===== src/mbc_pkg.sv =====
/*
  mbc_pkg: constants and types shared by the memory bank controller.
  Assumes a single 50 MHz bus clock domain.
*/
`default_nettype none
package mbc_pkg;
  localparam int         NBANK        = 8;
  localparam int         PAT_DEPTH    = 32;
  localparam int         BLK_SHIFT    = 15;    // smallest block is 32 KB
  localparam logic [1:0] PORT_8       = 2'h0;
  localparam logic [1:0] PORT_16      = 2'h1;
  localparam logic [1:0] PORT_32      = 2'h2;
  localparam logic [1:0] END_BIG      = 2'h0;
  localparam logic [1:0] END_LITTLE   = 2'h1;
  localparam logic [1:0] END_MOD      = 2'h2;
  localparam logic [1:0] SIZE_BYTE    = 2'h0;
  localparam logic [1:0] SIZE_HALF    = 2'h1;
  localparam logic [3:0] SZ_MAX       = 4'hD;  // 32 KB << 13 = 256 MB
  localparam logic [3:0] SZ_DRAM_MIN  = 4'h1;  // 64 KB
  localparam logic [3:0] SZ_BYTE_ONLY = 4'h2;  // 64 KB and 128 KB
  localparam logic [3:0] SZ_WORD_ONLY = 4'hC;  // 128 MB and 256 MB
  localparam logic [4:0] PAT_SINGLE   = 5'h00;
  localparam logic [4:0] PAT_PAGE     = 5'h08;
  localparam logic [4:0] PAT_REF      = 5'h10;
  localparam logic [4:0] BURST_BYTES  = 5'h10;
  localparam logic [2:0] REF_STACK    = 3'h7;
  localparam logic [16:0] BOOT_BASE   = 17'h00000;
  localparam logic [3:0] BOOT_WAITS   = 4'hF;
  localparam int         MIN_ACCESS   = 2;     // clocks of a zero-wait access

  typedef struct packed {
    logic        valid;
    logic [16:0] base;
    logic [3:0]  size;
    logic [3:0]  waits;
    logic        atype_en;
    logic [2:0]  atype;
    logic [1:0]  port;
    logic        dram;
  } mbc_bank_cfg_t;

  typedef struct packed {
    logic ras_n;
    logic cas_n;
    logic strb_n;
    logic last;
  } mbc_pat_t;

  typedef struct packed {
    logic [31:0] addr;
    logic [2:0]  atype;
    logic        wr;
    logic [1:0]  size;
    logic        burst;
  } mbc_bus_req_t;

  typedef enum logic [2:0] {
    S_IDLE, S_SETUP, S_WAIT, S_STROBE, S_DRAM, S_REF
  } mbc_state_t;

  localparam mbc_bank_cfg_t CFG_RST = '0;
  localparam mbc_pat_t      PAT_RST = 4'hF;
endpackage
`default_nettype wire


===== src/mbc_memory_bank_controller.sv =====
/*
  mbc_memory_bank_controller: eight-bank external memory controller with
  static and programmable-pattern DRAM access, refresh and bus sizing.
  Assumes a synchronous external bus on clk; resetn is the hard reset.
*/
// Summary of operation
// up to eight banks, one select each
// static access takes at least two clocks
// block size 32 KB to 256 MB
// zero to fifteen wait states per bank
// optional address type match per bank
// four byte enables plus one output enable
// boot select live straight out of reset
// DRAM ports 8, 16 and 32 bits
// DRAM timing from software pattern table
// DRAM depths 64 KB to 256 MB
// small depths byte only, huge word only
// burst beats use page mode, row open
// CAS-before-RAS refresh from programmable timer
// refresh continues during external reset
// refresh can be switched off
// up to seven refreshes stacked
// dynamic bus sizing splits transfers
// big, little and modified little endian
// configuration cleared by hard reset only
// soft reset keeps configuration
// lowest matching bank wins
`timescale 1ns/1ns
`default_nettype none
module mbc_memory_bank_controller (
  input  wire logic                   clk,
  input  wire logic                   resetn,
  input  wire logic                   soft_resetn,
  input  wire logic [1:0]             boot_port,
  input  wire logic                   cfg_we,
  input  wire logic [2:0]             cfg_bank,
  input  wire mbc_pkg::mbc_bank_cfg_t cfg_data,
  input  wire logic                   pat_we,
  input  wire logic [4:0]             pat_addr,
  input  wire mbc_pkg::mbc_pat_t      pat_data,
  input  wire logic [1:0]             endian,
  input  wire logic                   ref_en,
  input  wire logic [15:0]            ref_period,
  input  wire logic                   bus_req,
  input  wire mbc_pkg::mbc_bus_req_t  bus_cmd,
  input  wire logic [31:0]            bus_wdata,
  output logic                        bus_ready,
  output logic                        bus_ack,
  output logic                        bus_err,
  output logic [31:0]                 bus_rdata,
  output logic [31:0]                 mem_addr,
  output logic [7:0]                  mem_cs_n,
  output logic [3:0]                  mem_be_n,
  output logic                        mem_oe_n,
  output logic                        mem_we_n,
  output logic                        mem_ras_n,
  output logic                        mem_cas_n,
  output logic [31:0]                 mem_d_o,
  output logic                        mem_d_oe_n,
  input  wire logic [31:0]            mem_d_i,
  output logic [2:0]                  ref_pending
);
  mbc_pkg::mbc_bank_cfg_t cfg_reg [mbc_pkg::NBANK];
  mbc_pkg::mbc_bank_cfg_t cfg_next [mbc_pkg::NBANK];
  mbc_pkg::mbc_pat_t      pat_reg [mbc_pkg::PAT_DEPTH];
  mbc_pkg::mbc_pat_t      pat_next [mbc_pkg::PAT_DEPTH];
  mbc_pkg::mbc_state_t    state_reg, state_next;
  mbc_pkg::mbc_bus_req_t  cmd_reg, cmd_next;
  mbc_pkg::mbc_bank_cfg_t scfg_reg, scfg_next;
  mbc_pkg::mbc_pat_t      pat_cur;
  logic [2:0]  sel_reg, sel_next, hit_idx;
  logic        any_hit, take, ref_req, ref_done, sub_done, wack;
  logic [31:0] cur_reg, cur_next;
  logic [4:0]  left_reg, left_next, nbytes;
  logic [3:0]  wcnt_reg, wcnt_next;
  logic [4:0]  ptr_reg, ptr_next;
  logic        page_reg, page_next, beat_end;
  logic        samp_reg, samp_next, send_reg, send_next;
  logic [1:0]  sa_reg, sa_next;
  logic [4:0]  sn_reg, sn_next;
  logic [31:0] acc_next;
  logic        ack_reg, ack_next, err_reg, err_next;
  logic [31:0] addr_next, d_o_next;
  logic [7:0]  cs_n_next;
  logic [3:0]  be_n_next;
  logic        oe_n_next, we_n_next, ras_n_next, cas_n_next, d_oe_n_next;
  logic        ref_act_reg, ref_act_next;
  logic [1:0]  ab, bl, ml;

  function automatic logic f_hit(mbc_pkg::mbc_bank_cfg_t c,
                                 logic [31:0] a, logic [2:0] t);
    logic [31:0] m;
    logic        ok;
    m = 32'hFFFF_FFFF << (mbc_pkg::BLK_SHIFT + int'(c.size));
    ok = c.valid && c.size <= mbc_pkg::SZ_MAX
      && c.port <= mbc_pkg::PORT_32;
    if (c.dram)
      ok = ok && c.size >= mbc_pkg::SZ_DRAM_MIN
        && (c.size > mbc_pkg::SZ_BYTE_ONLY || c.port == mbc_pkg::PORT_8)
        && (c.size < mbc_pkg::SZ_WORD_ONLY
            || c.port == mbc_pkg::PORT_32);
    if (c.atype_en && c.atype != t)
      ok = 1'b0;
    return ok && (((a ^ {c.base, 15'h0000}) & m) == 32'h0000_0000);
  endfunction

  // bus byte lane of an address; modified little endian is pre-munged
  function automatic logic [1:0] f_lane(logic [1:0] a, logic [1:0] e);
    return (e == mbc_pkg::END_LITTLE) ? ~a : a;
  endfunction

  function automatic logic [1:0] f_mlane(logic [1:0] a, logic [1:0] p,
                                         logic [1:0] e);
    if (p == mbc_pkg::PORT_32)
      return f_lane(a, e);
    else if (p == mbc_pkg::PORT_16)
      return {1'b0, a[0] ^ (e == mbc_pkg::END_LITTLE)};
    return 2'h0;
  endfunction

  function automatic logic [4:0] f_pbytes(logic [1:0] p);
    return (p == mbc_pkg::PORT_32) ? 5'h04
         : (p == mbc_pkg::PORT_16) ? 5'h02 : 5'h01;
  endfunction

  mbc_refresh_timer u_refresh (
    .clk         (clk),
    .resetn      (resetn),
    .ref_en      (ref_en),
    .ref_period  (ref_period),
    .ref_done    (ref_done),
    .ref_req     (ref_req),
    .ref_pending (ref_pending)
  );

  // configuration and pattern table
  always_comb
  begin
    cfg_next = cfg_reg;
    pat_next = pat_reg;
    if (cfg_we)
      cfg_next[cfg_bank] = cfg_data;
    if (pat_we)
      pat_next[pat_addr] = pat_data;
  end

  always_ff @(posedge clk)
  begin
    if (!resetn)
    begin
      for (int i = 0; i < mbc_pkg::NBANK; i++)
        cfg_reg[i] <= mbc_pkg::CFG_RST;
      cfg_reg[0] <= '{valid: 1'b1, base: mbc_pkg::BOOT_BASE,
                      size: mbc_pkg::SZ_MAX, waits: mbc_pkg::BOOT_WAITS,
                      atype_en: 1'b0, atype: 3'h0, port: boot_port,
                      dram: 1'b0};
      for (int i = 0; i < mbc_pkg::PAT_DEPTH; i++)
        pat_reg[i] <= mbc_pkg::PAT_RST;
    end
    else
    begin
      cfg_reg <= cfg_next;
      pat_reg <= pat_next;
    end
  end

  always_comb
  begin
    hit_idx = 3'h0;
    any_hit = 1'b0;
    for (int i = mbc_pkg::NBANK - 1; i >= 0; i--)
      if (f_hit(cfg_reg[i], bus_cmd.addr, bus_cmd.atype))
      begin
        hit_idx = 3'(i);
        any_hit = 1'b1;
      end
  end

  assign bus_ready = state_reg == mbc_pkg::S_IDLE && !ref_req && soft_resetn;
  assign take = bus_req && bus_ready;
  assign pat_cur = pat_reg[ptr_reg];
  assign nbytes = (f_pbytes(scfg_reg.port) < left_reg)
                ? f_pbytes(scfg_reg.port) : left_reg;
  assign beat_end = ((cur_reg[1:0] + nbytes[1:0]) == 2'h0)
                 || left_reg == nbytes;

  // access sequencer
  always_comb
  begin
    state_next = state_reg;
    cmd_next = cmd_reg;
    scfg_next = scfg_reg;
    sel_next = sel_reg;
    cur_next = cur_reg;
    left_next = left_reg;
    wcnt_next = wcnt_reg;
    ptr_next = ptr_reg;
    page_next = page_reg;
    samp_next = 1'b0;
    send_next = send_reg;
    sa_next = sa_reg;
    sn_next = sn_reg;
    err_next = 1'b0;
    ref_done = 1'b0;
    sub_done = 1'b0;
    case (state_reg)
      mbc_pkg::S_IDLE:
        if (ref_req)
        begin
          state_next = mbc_pkg::S_REF;
          ptr_next = mbc_pkg::PAT_REF;
        end
        else if (take && !any_hit)
          err_next = 1'b1;
        else if (take)
        begin
          cmd_next = bus_cmd;
          if (endian == mbc_pkg::END_MOD)
            cmd_next.addr[1:0] = bus_cmd.addr[1:0]
              ^ ((bus_cmd.size == mbc_pkg::SIZE_BYTE) ? 2'h3
              : (bus_cmd.size == mbc_pkg::SIZE_HALF) ? 2'h2 : 2'h0);
          cur_next = cmd_next.addr;
          scfg_next = cfg_reg[hit_idx];
          sel_next = hit_idx;
          left_next = bus_cmd.burst ? mbc_pkg::BURST_BYTES
                    : 5'h01 << bus_cmd.size;
          page_next = 1'b0;
          state_next = mbc_pkg::S_SETUP;
        end
      mbc_pkg::S_SETUP, mbc_pkg::S_WAIT:
      begin
        wcnt_next = (state_reg == mbc_pkg::S_SETUP)
                  ? scfg_reg.waits : wcnt_reg - 4'h1;
        if ((state_reg == mbc_pkg::S_SETUP && scfg_reg.waits != 4'h0)
            || (state_reg == mbc_pkg::S_WAIT && wcnt_reg != 4'h1))
          state_next = mbc_pkg::S_WAIT;
        else if (scfg_reg.dram)
        begin
          state_next = mbc_pkg::S_DRAM;
          ptr_next = page_reg ? mbc_pkg::PAT_PAGE : mbc_pkg::PAT_SINGLE;
        end
        else
          state_next = mbc_pkg::S_STROBE;
      end
      mbc_pkg::S_STROBE:
        sub_done = 1'b1;
      mbc_pkg::S_DRAM:
      begin
        ptr_next = ptr_reg + 5'h01;
        sub_done = pat_cur.last;
      end
      mbc_pkg::S_REF:
      begin
        ptr_next = ptr_reg + 5'h01;
        if (pat_cur.last)
        begin
          ref_done = 1'b1;
          state_next = mbc_pkg::S_IDLE;
        end
      end
      default:
        state_next = mbc_pkg::S_IDLE;
    endcase
    if (sub_done)
    begin
      samp_next = !cmd_reg.wr;
      sa_next = cur_reg[1:0];
      sn_next = nbytes;
      send_next = beat_end;
      cur_next = cur_reg + {27'h0, nbytes};
      left_next = left_reg - nbytes;
      page_next = scfg_reg.dram;
      state_next = (left_reg == nbytes) ? mbc_pkg::S_IDLE
                 : mbc_pkg::S_SETUP;
    end
    // refresh may start and finish under soft reset
    if (!soft_resetn && state_next != mbc_pkg::S_REF)
    begin
      state_next = mbc_pkg::S_IDLE;
      samp_next = 1'b0;
    end
  end

  assign wack = sub_done && cmd_reg.wr && beat_end && soft_resetn;
  assign ack_next = samp_reg && send_reg;

  // pins and read assembly
  always_comb
  begin
    addr_next = mem_addr;
    d_o_next = mem_d_o;
    acc_next = bus_rdata;
    cs_n_next = 8'hFF;
    be_n_next = 4'hF;
    oe_n_next = 1'b1;
    we_n_next = 1'b1;
    ras_n_next = 1'b1;
    cas_n_next = 1'b1;
    d_oe_n_next = 1'b1;
    ref_act_next = 1'b0;
    ab = 2'h0;
    bl = 2'h0;
    ml = 2'h0;
    if (state_reg inside {mbc_pkg::S_SETUP, mbc_pkg::S_WAIT,
                          mbc_pkg::S_STROBE, mbc_pkg::S_DRAM})
    begin
      cs_n_next[sel_reg] = 1'b0;
      addr_next = cur_reg;
      d_oe_n_next = !cmd_reg.wr;
      for (int j = 0; j < 4; j++)
        if (5'(j) < nbytes)
        begin
          ab = cur_reg[1:0] + 2'(j);
          bl = f_lane(ab, endian);
          ml = f_mlane(ab, scfg_reg.port, endian);
          be_n_next[ml] = 1'b0;
          if (state_reg == mbc_pkg::S_SETUP)
            d_o_next[8*(3-ml) +: 8] = bus_wdata[8*(3-bl) +: 8];
        end
      if (scfg_reg.dram)
        ras_n_next = !page_reg;
    end
    if (state_reg == mbc_pkg::S_STROBE)
    begin
      oe_n_next = cmd_reg.wr;
      we_n_next = !cmd_reg.wr;
    end
    if (state_reg == mbc_pkg::S_DRAM)
    begin
      ras_n_next = pat_cur.ras_n && !page_reg;
      cas_n_next = pat_cur.cas_n;
      oe_n_next = pat_cur.strb_n || cmd_reg.wr;
      we_n_next = pat_cur.strb_n || !cmd_reg.wr;
    end
    if (state_reg == mbc_pkg::S_REF)
    begin
      for (int i = 0; i < mbc_pkg::NBANK; i++)
        cs_n_next[i] = !(cfg_reg[i].valid && cfg_reg[i].dram);
      ras_n_next = pat_cur.ras_n;
      cas_n_next = pat_cur.cas_n;
      ref_act_next = 1'b1;
    end
    if (samp_reg)
      for (int j = 0; j < 4; j++)
        if (5'(j) < sn_reg)
        begin
          ab = sa_reg + 2'(j);
          bl = f_lane(ab, endian);
          ml = f_mlane(ab, scfg_reg.port, endian);
          acc_next[8*(3-bl) +: 8] = mem_d_i[8*(3-ml) +: 8];
        end
  end

  always_ff @(posedge clk)
  begin
    if (!resetn)
    begin
      state_reg <= mbc_pkg::S_IDLE;
      cmd_reg <= '0;
      scfg_reg <= mbc_pkg::CFG_RST;
      sel_reg <= 3'h0;
      cur_reg <= 32'h0000_0000;
      left_reg <= 5'h00;
      wcnt_reg <= 4'h0;
      ptr_reg <= 5'h00;
      page_reg <= 1'b0;
      samp_reg <= 1'b0;
      send_reg <= 1'b0;
      sa_reg <= 2'h0;
      sn_reg <= 5'h00;
      ack_reg <= 1'b0;
      err_reg <= 1'b0;
      bus_rdata <= 32'h0000_0000;
      mem_addr <= 32'h0000_0000;
      mem_d_o <= 32'h0000_0000;
      mem_cs_n <= 8'hFF;
      mem_be_n <= 4'hF;
      mem_oe_n <= 1'b1;
      mem_we_n <= 1'b1;
      mem_ras_n <= 1'b1;
      mem_cas_n <= 1'b1;
      mem_d_oe_n <= 1'b1;
      ref_act_reg <= 1'b0;
    end
    else
    begin
      state_reg <= state_next;
      cmd_reg <= cmd_next;
      scfg_reg <= scfg_next;
      sel_reg <= sel_next;
      cur_reg <= cur_next;
      left_reg <= left_next;
      wcnt_reg <= wcnt_next;
      ptr_reg <= ptr_next;
      page_reg <= page_next;
      samp_reg <= samp_next;
      send_reg <= send_next;
      sa_reg <= sa_next;
      sn_reg <= sn_next;
      ack_reg <= ack_next;
      err_reg <= err_next;
      bus_rdata <= acc_next;
      mem_addr <= addr_next;
      mem_d_o <= d_o_next;
      mem_cs_n <= cs_n_next;
      mem_be_n <= be_n_next;
      mem_oe_n <= oe_n_next;
      mem_we_n <= we_n_next;
      mem_ras_n <= ras_n_next;
      mem_cas_n <= cas_n_next;
      mem_d_oe_n <= d_oe_n_next;
      ref_act_reg <= ref_act_next;
    end
  end

  assign bus_ack = ack_reg || wack;
  assign bus_err = err_reg;

  AST_ONE_SELECT: assert property (@(posedge clk) disable iff (!resetn)
    !ref_act_reg |-> $onehot0(~mem_cs_n))
    else $error("more than one bank selected");
  AST_BOOT_LIVE: assert property (@(posedge clk)
    $past(!resetn) && resetn |-> cfg_reg[0].valid && !cfg_reg[1].valid)
    else $error("boot select not live after reset");
  AST_TWO_CLOCKS: assert property (@(posedge clk)
    disable iff (!resetn || !soft_resetn)
    (mem_cs_n != 8'hFF && $past(mem_cs_n) == 8'hFF && !ref_act_reg)
    |=> mem_cs_n == $past(mem_cs_n))
    else $error("access shorter than two clocks");
  AST_NO_WAIT: assert property (@(posedge clk)
    disable iff (!resetn || !soft_resetn)
    (state_reg == mbc_pkg::S_SETUP && scfg_reg.waits == 4'h0
     && !scfg_reg.dram) |=> state_reg == mbc_pkg::S_STROBE)
    else $error("wait inserted with zero wait states");
  AST_WAIT_COUNT: assert property (@(posedge clk)
    disable iff (!resetn || !soft_resetn)
    (state_reg == mbc_pkg::S_SETUP && scfg_reg.waits == 4'h3)
    |=> state_reg == mbc_pkg::S_WAIT [*3]
    ##1 state_reg != mbc_pkg::S_WAIT)
    else $error("wrong number of wait states");
  AST_UNMAPPED: assert property (@(posedge clk) disable iff (!resetn)
    (take && !any_hit) |=> bus_err && state_reg == mbc_pkg::S_IDLE)
    else $error("unmapped access not refused");
  AST_PAGE_ROW: assert property (@(posedge clk) disable iff (!resetn)
    (state_reg == mbc_pkg::S_DRAM && page_reg) |=> !mem_ras_n)
    else $error("row closed inside page burst");
  AST_SOFT_KEEP: assert property (@(posedge clk) disable iff (!resetn)
    (!soft_resetn && !cfg_we) |=> cfg_reg[0] == $past(cfg_reg[0]))
    else $error("soft reset altered configuration");
  AST_REF_SOFT: assert property (@(posedge clk) disable iff (!resetn)
    (state_reg == mbc_pkg::S_REF && !pat_cur.last)
    |=> state_reg == mbc_pkg::S_REF)
    else $error("refresh cycle cut short");
endmodule
`default_nettype wire


===== src/mbc_refresh_timer.sv =====
/*
  mbc_refresh_timer: periodic refresh request generator with a stack of
  pending refreshes. Assumes ref_done pulses once per refresh performed.
*/
`timescale 1ns/1ns
`default_nettype none
module mbc_refresh_timer (
  input  wire logic        clk,
  input  wire logic        resetn,
  input  wire logic        ref_en,
  input  wire logic [15:0] ref_period,
  input  wire logic        ref_done,
  output logic             ref_req,
  output logic [2:0]       ref_pending
);
  logic [15:0] cnt_reg;
  logic [15:0] cnt_next;
  logic [2:0]  pend_reg;
  logic [2:0]  pend_next;
  logic        tick;

  always_comb
  begin
    tick = ref_en && (cnt_reg >= ref_period);
    cnt_next = tick ? 16'h0000 : cnt_reg + 16'h0001;
    pend_next = pend_reg;
    if (!ref_en)
    begin
      cnt_next = 16'h0000;
      pend_next = 3'h0;
    end
    else if (tick && !(ref_done && pend_reg != 3'h0))
    begin
      if (pend_reg != mbc_pkg::REF_STACK)
        pend_next = pend_reg + 3'h1;
    end
    else if (!tick && ref_done && pend_reg != 3'h0)
      pend_next = pend_reg - 3'h1;
  end

  // hard reset only, so refresh keeps running through soft reset
  always_ff @(posedge clk)
  begin
    if (!resetn)
    begin
      cnt_reg <= 16'h0000;
      pend_reg <= 3'h0;
    end
    else
    begin
      cnt_reg <= cnt_next;
      pend_reg <= pend_next;
    end
  end

  assign ref_req = ref_en && (pend_reg != 3'h0);
  assign ref_pending = pend_reg;

  AST_STACK_HOLD: assert property (@(posedge clk) disable iff (!resetn)
    (ref_en && pend_reg == 3'h7 && !ref_done) |=> pend_reg == 3'h7)
    else $error("refresh stack lost a pending entry");
  AST_STACK_GROW: assert property (@(posedge clk) disable iff (!resetn)
    (tick && !ref_done && pend_reg < 3'h7)
    |=> pend_reg == $past(pend_reg) + 3'h1)
    else $error("refresh request not stacked");
  AST_REF_OFF: assert property (@(posedge clk) disable iff (!resetn)
    !ref_en |=> ref_pending == 3'h0 && !ref_req)
    else $error("refresh pending while disabled");
endmodule
`default_nettype wire


===== config.mk =====
export PLATFORM = sky130hd
export DESIGN_NAME = mbc_memory_bank_controller
export DESIGN_NICKNAME = d
export VERILOG_FILES = /design/src/mbc_pkg.sv /design/src/mbc_memory_bank_controller.sv /design/src/mbc_refresh_timer.sv
export SDC_FILE = /design/constraint.sdc
export NUM_CORES = 2
export LEC_CHECK = 0
export BUFFER_PORTS_ARGS = -buffer_cell sky130_fd_sc_hd__clkbuf_2
export CAP_MARGIN = 20
export CELL_PAD_IN_SITES_DETAIL_PLACEMENT = 1
export CELL_PAD_IN_SITES_GLOBAL_PLACEMENT = 2
export CORE_MARGIN = 2
export CORE_UTILIZATION = 33
export CTS_CLUSTER_DIAMETER = 40
export CTS_CLUSTER_SIZE = 12
export DETAILED_ROUTE_END_ITERATION = 10
export HOLD_SLACK_MARGIN = 0.1
export PLACE_DENSITY = 0.76
export REMOVE_ABC_BUFFERS = 1
export SYNTH_ARGS = -nofsm -noshare
export SYNTH_HDL_FRONTEND = slang
export SYNTH_SLANG_ARGS = --single-unit

===== constraint.sdc =====
create_clock -name clk -period 5.55 [get_ports clk]
set_input_delay 0.555 -clock clk [delete_from_list [all_inputs] [get_ports clk]]
set_output_delay 0.555 -clock clk [all_outputs]
set_load 0.02 [all_outputs]

==> impl_metrics.toml <==
[run_status]
status = "completed"

[sta]
timing.slew.headroom_pct = 25.96
finClkSkew_ps = 36.36
final.min_clock_period_ps = 5089
rsz0062_at_grt = "false"
finalSetupViolCount = 0
fmax_mhz = 196.5
tightestPinTransition_ps = 1107
fin_crit_sh_pct = 91.69
maxSlewViolCount = 0
final-hold-violation-count = 0

[power]
power_mw = 12.89
p_per_area_nw_per_um2 = 308.3
p_leak_nw = 16.05
ir_worst_vdd_v = 0.0002394

[drt]
routed_wl_um = 142200
drt_first_pass_iters = 7
first_iter_violations = 2327
avgViaCountPerCell = 5.526
postRouteAntennaNets = 0
wl_per_cell_um = 23.28
drc_errors = 0
vias = 33750

[global_routing]
grt.total_usage_pct = 25.70
grt_pass1_vias = 34560
grt_antenna_before_repair = 9
grt_overflow = 0
grt_max_degree = 160
grt_first_pass_wirelength_um = 215400

[clocking]
clk_latency_ps = 710
clk_pin_slew_worst_paths_ps = 50
cts_tree = "built"
numCtsBuffers = 118
htree_levels = 3
cts_root_buf = "clkbuf_16"
cts_num_sinks = 596
hold_buffers = 0
clk_path_buf_depth = 3

[setup_path]
worstSetupPathType = "reg -> reg"
cp.arrival_ps = 5700
cp_data_required_time_ps = 6160
cp-end-kind = "flip-flop"
path_max_fanout = 6
worst_setup_path_start_kind = "flip-flop"

[synth]
yosys.area.top_type_share_pct = 34.01
yosys.cell_types.count = 96
avgSynthCellArea_um2 = 7.874
syn_area_um2 = 34960
yosysWarningCount = 0
synthTopCellsByArea = "dfxtp_1 (34%), nand2_1 (10%), a21oi_1 (6.8%), mux2i_1 (6.5%), ha_1 (4.3%)"
yosysMostFrequentCell = "nand2_1"
yosysTopAreaCell = "dfxtp_1"
synth-edff-count = 2
ys_ff_latch = 596
synth_cells = 4440
synthArstFlopShare_pct = 0
synth_common_cells = "nand2_1 (935), dfxtp_1 (594), a21oi_1 (478), clkbuf_1 (240), nor2_1 (230)"
ys_seq_area_share_pct = 34.18
synthFlopType = "dfxtp_1"

[floorplan]
die_x_um = 329.5
rows = 119
die_h_um = 329.5
core_area_um2 = 105100
start_util_pct = 33.26
dieArea_um2 = 108600
ios = 294

[placed_design]
io_buffers = 293
place_congestion = 0.9106
dp_hpwl_um = 98630
place_inst = 5880

[min_path]
hp-class = "in -> reg"

[final_layout]
instances_no_fill = 6108
drive_gt1_share_pct = 15.47
final_nets = 4908
area_growth_pct = 19.63
final_util_pct = 39.79
largest_reg_flops = 264

[job]
maxCapViolCount = 0
per-layer routing:
metal	GRT usage, %	wire (µm)	share of wire (%)	up-vias
li1	-	-	-	15930
met1	34.40	64220	45	16620
met2	41.40	64410	45	930
met3	4.312	8430	5.9	266
met4	9.615	5092	3.6	6
met5	0	40	0.028	-
cell type report:
class                      count  area, µm²
antenna                        4      10.01
clock buffer                 154       3311
clock inverter                68      857.1
fill                       12620      63290
inverter                     123      469.2
multi-input combinational   3393      21330
sequential                   596      11950
tap                         1391       1740
timing repair buffer         379       2156
cells in the final DEF, fill, tap and decap left out, types with 28 or more instances in the layout:
master / instances
a21oi_1: 478
xnor2_1: 96
clkbuf_2: 292
a22oi_1: 61
inv_1: 120
nor2b_1: 44
mux4_2: 56
xor2_1: 93
clkbuf_16: 120
ha_1: 119
o21ai_0: 144
dfxtp_1: 592
buf_4: 83
nand3_1: 228
nor3_1: 39
o22ai_1: 37
and3_1: 28
a211oi_1: 85
nand2_1: 935
mux2i_1: 226
a31oi_1: 28
nor2_1: 224
and2_1: 47
nand2b_1: 33
per-stage QoR:
| step | instance area [µm²] | hold slack [ps] | worst slack, ps | TNS (ps) |
|---|---|---|---|---|
| 2_1_floorplan | 33610 | 412.7 | -410.4 | -7562 |
| 5_1_grt | 41820 | 129.6 | 35.35 | 0 |
| 3_3_place_gp | 37620 | 442.1 | 286.6 | 0 |
| 4_1_cts | 41790 | 102.7 | 78.17 | 0 |
| 3_5_place_dp | 37620 | 447.7 | 121.4 | 0 |
| 6_report | 41830 | 140.1 | 461.0 | 0 |
worst paths after layout:
check	end	slack, ps	from	depth (start not counted)
min	cfg_reg[232]	140	boot_port[0]	2
max	cur_reg[31]	460	scfg_reg[1]	20
min reg2reg	mem_addr[16]	450	mem_addr[16]	2
max reg2reg	cur_reg[31]	460	scfg_reg[1]	20
worst max-delay path, stage by stage, from the launching register on:
cell      delay, ps
dfxtp_1         370
inv_1            60
ha_1            260
ha_1            280
a21boi_0        140
o21ai_2         320
nor2_1           70
a21oi_1         250
inv_1           170
ha_1            310
a21o_1          120
a21oi_1          90
o21bai_1        270
a21oi_1         140
or4b_1          640
nor3_2          310
nand4_1         280
or3_1           510
nor3_1          200
a21oi_1          60
a21oi_1         150
report_power, final:
part | total [mW] | internal, mW | leakage (nW) | switching (mW)
registers | 4.40 | 4.35 | 4.82 | 0.0487
clock network | 7.42 | 4.85 | 2.02 | 2.57
logic | 1.08 | 0.326 | 9.21 | 0.753
cells by family (layout without fill, tap and decap cells):
kind of cell             count (synthesis)  after routing  share of synthesized area [%]
multiplexers                           302            302                          10.73
AND/OR/NAND/NOR                       1728           1728                          22.08
buffers and inverters                  452            724                          5.203
XOR/XNOR                               195            195                          4.906
adder cells (fa/ha/maj)                123            123                          4.459
flip-flops                             596            596                          34.18
AO/OA/AOI/OAI                         1043           1043                          18.42
other                                    1              6                        0.01073
timing repair:
action | CTS | global route
endpoints found under the setup margin | 0 | 3
buffers inserted | 0 | 0
resized for setup | 0 | 2
(Power assumes the default switching activity.)
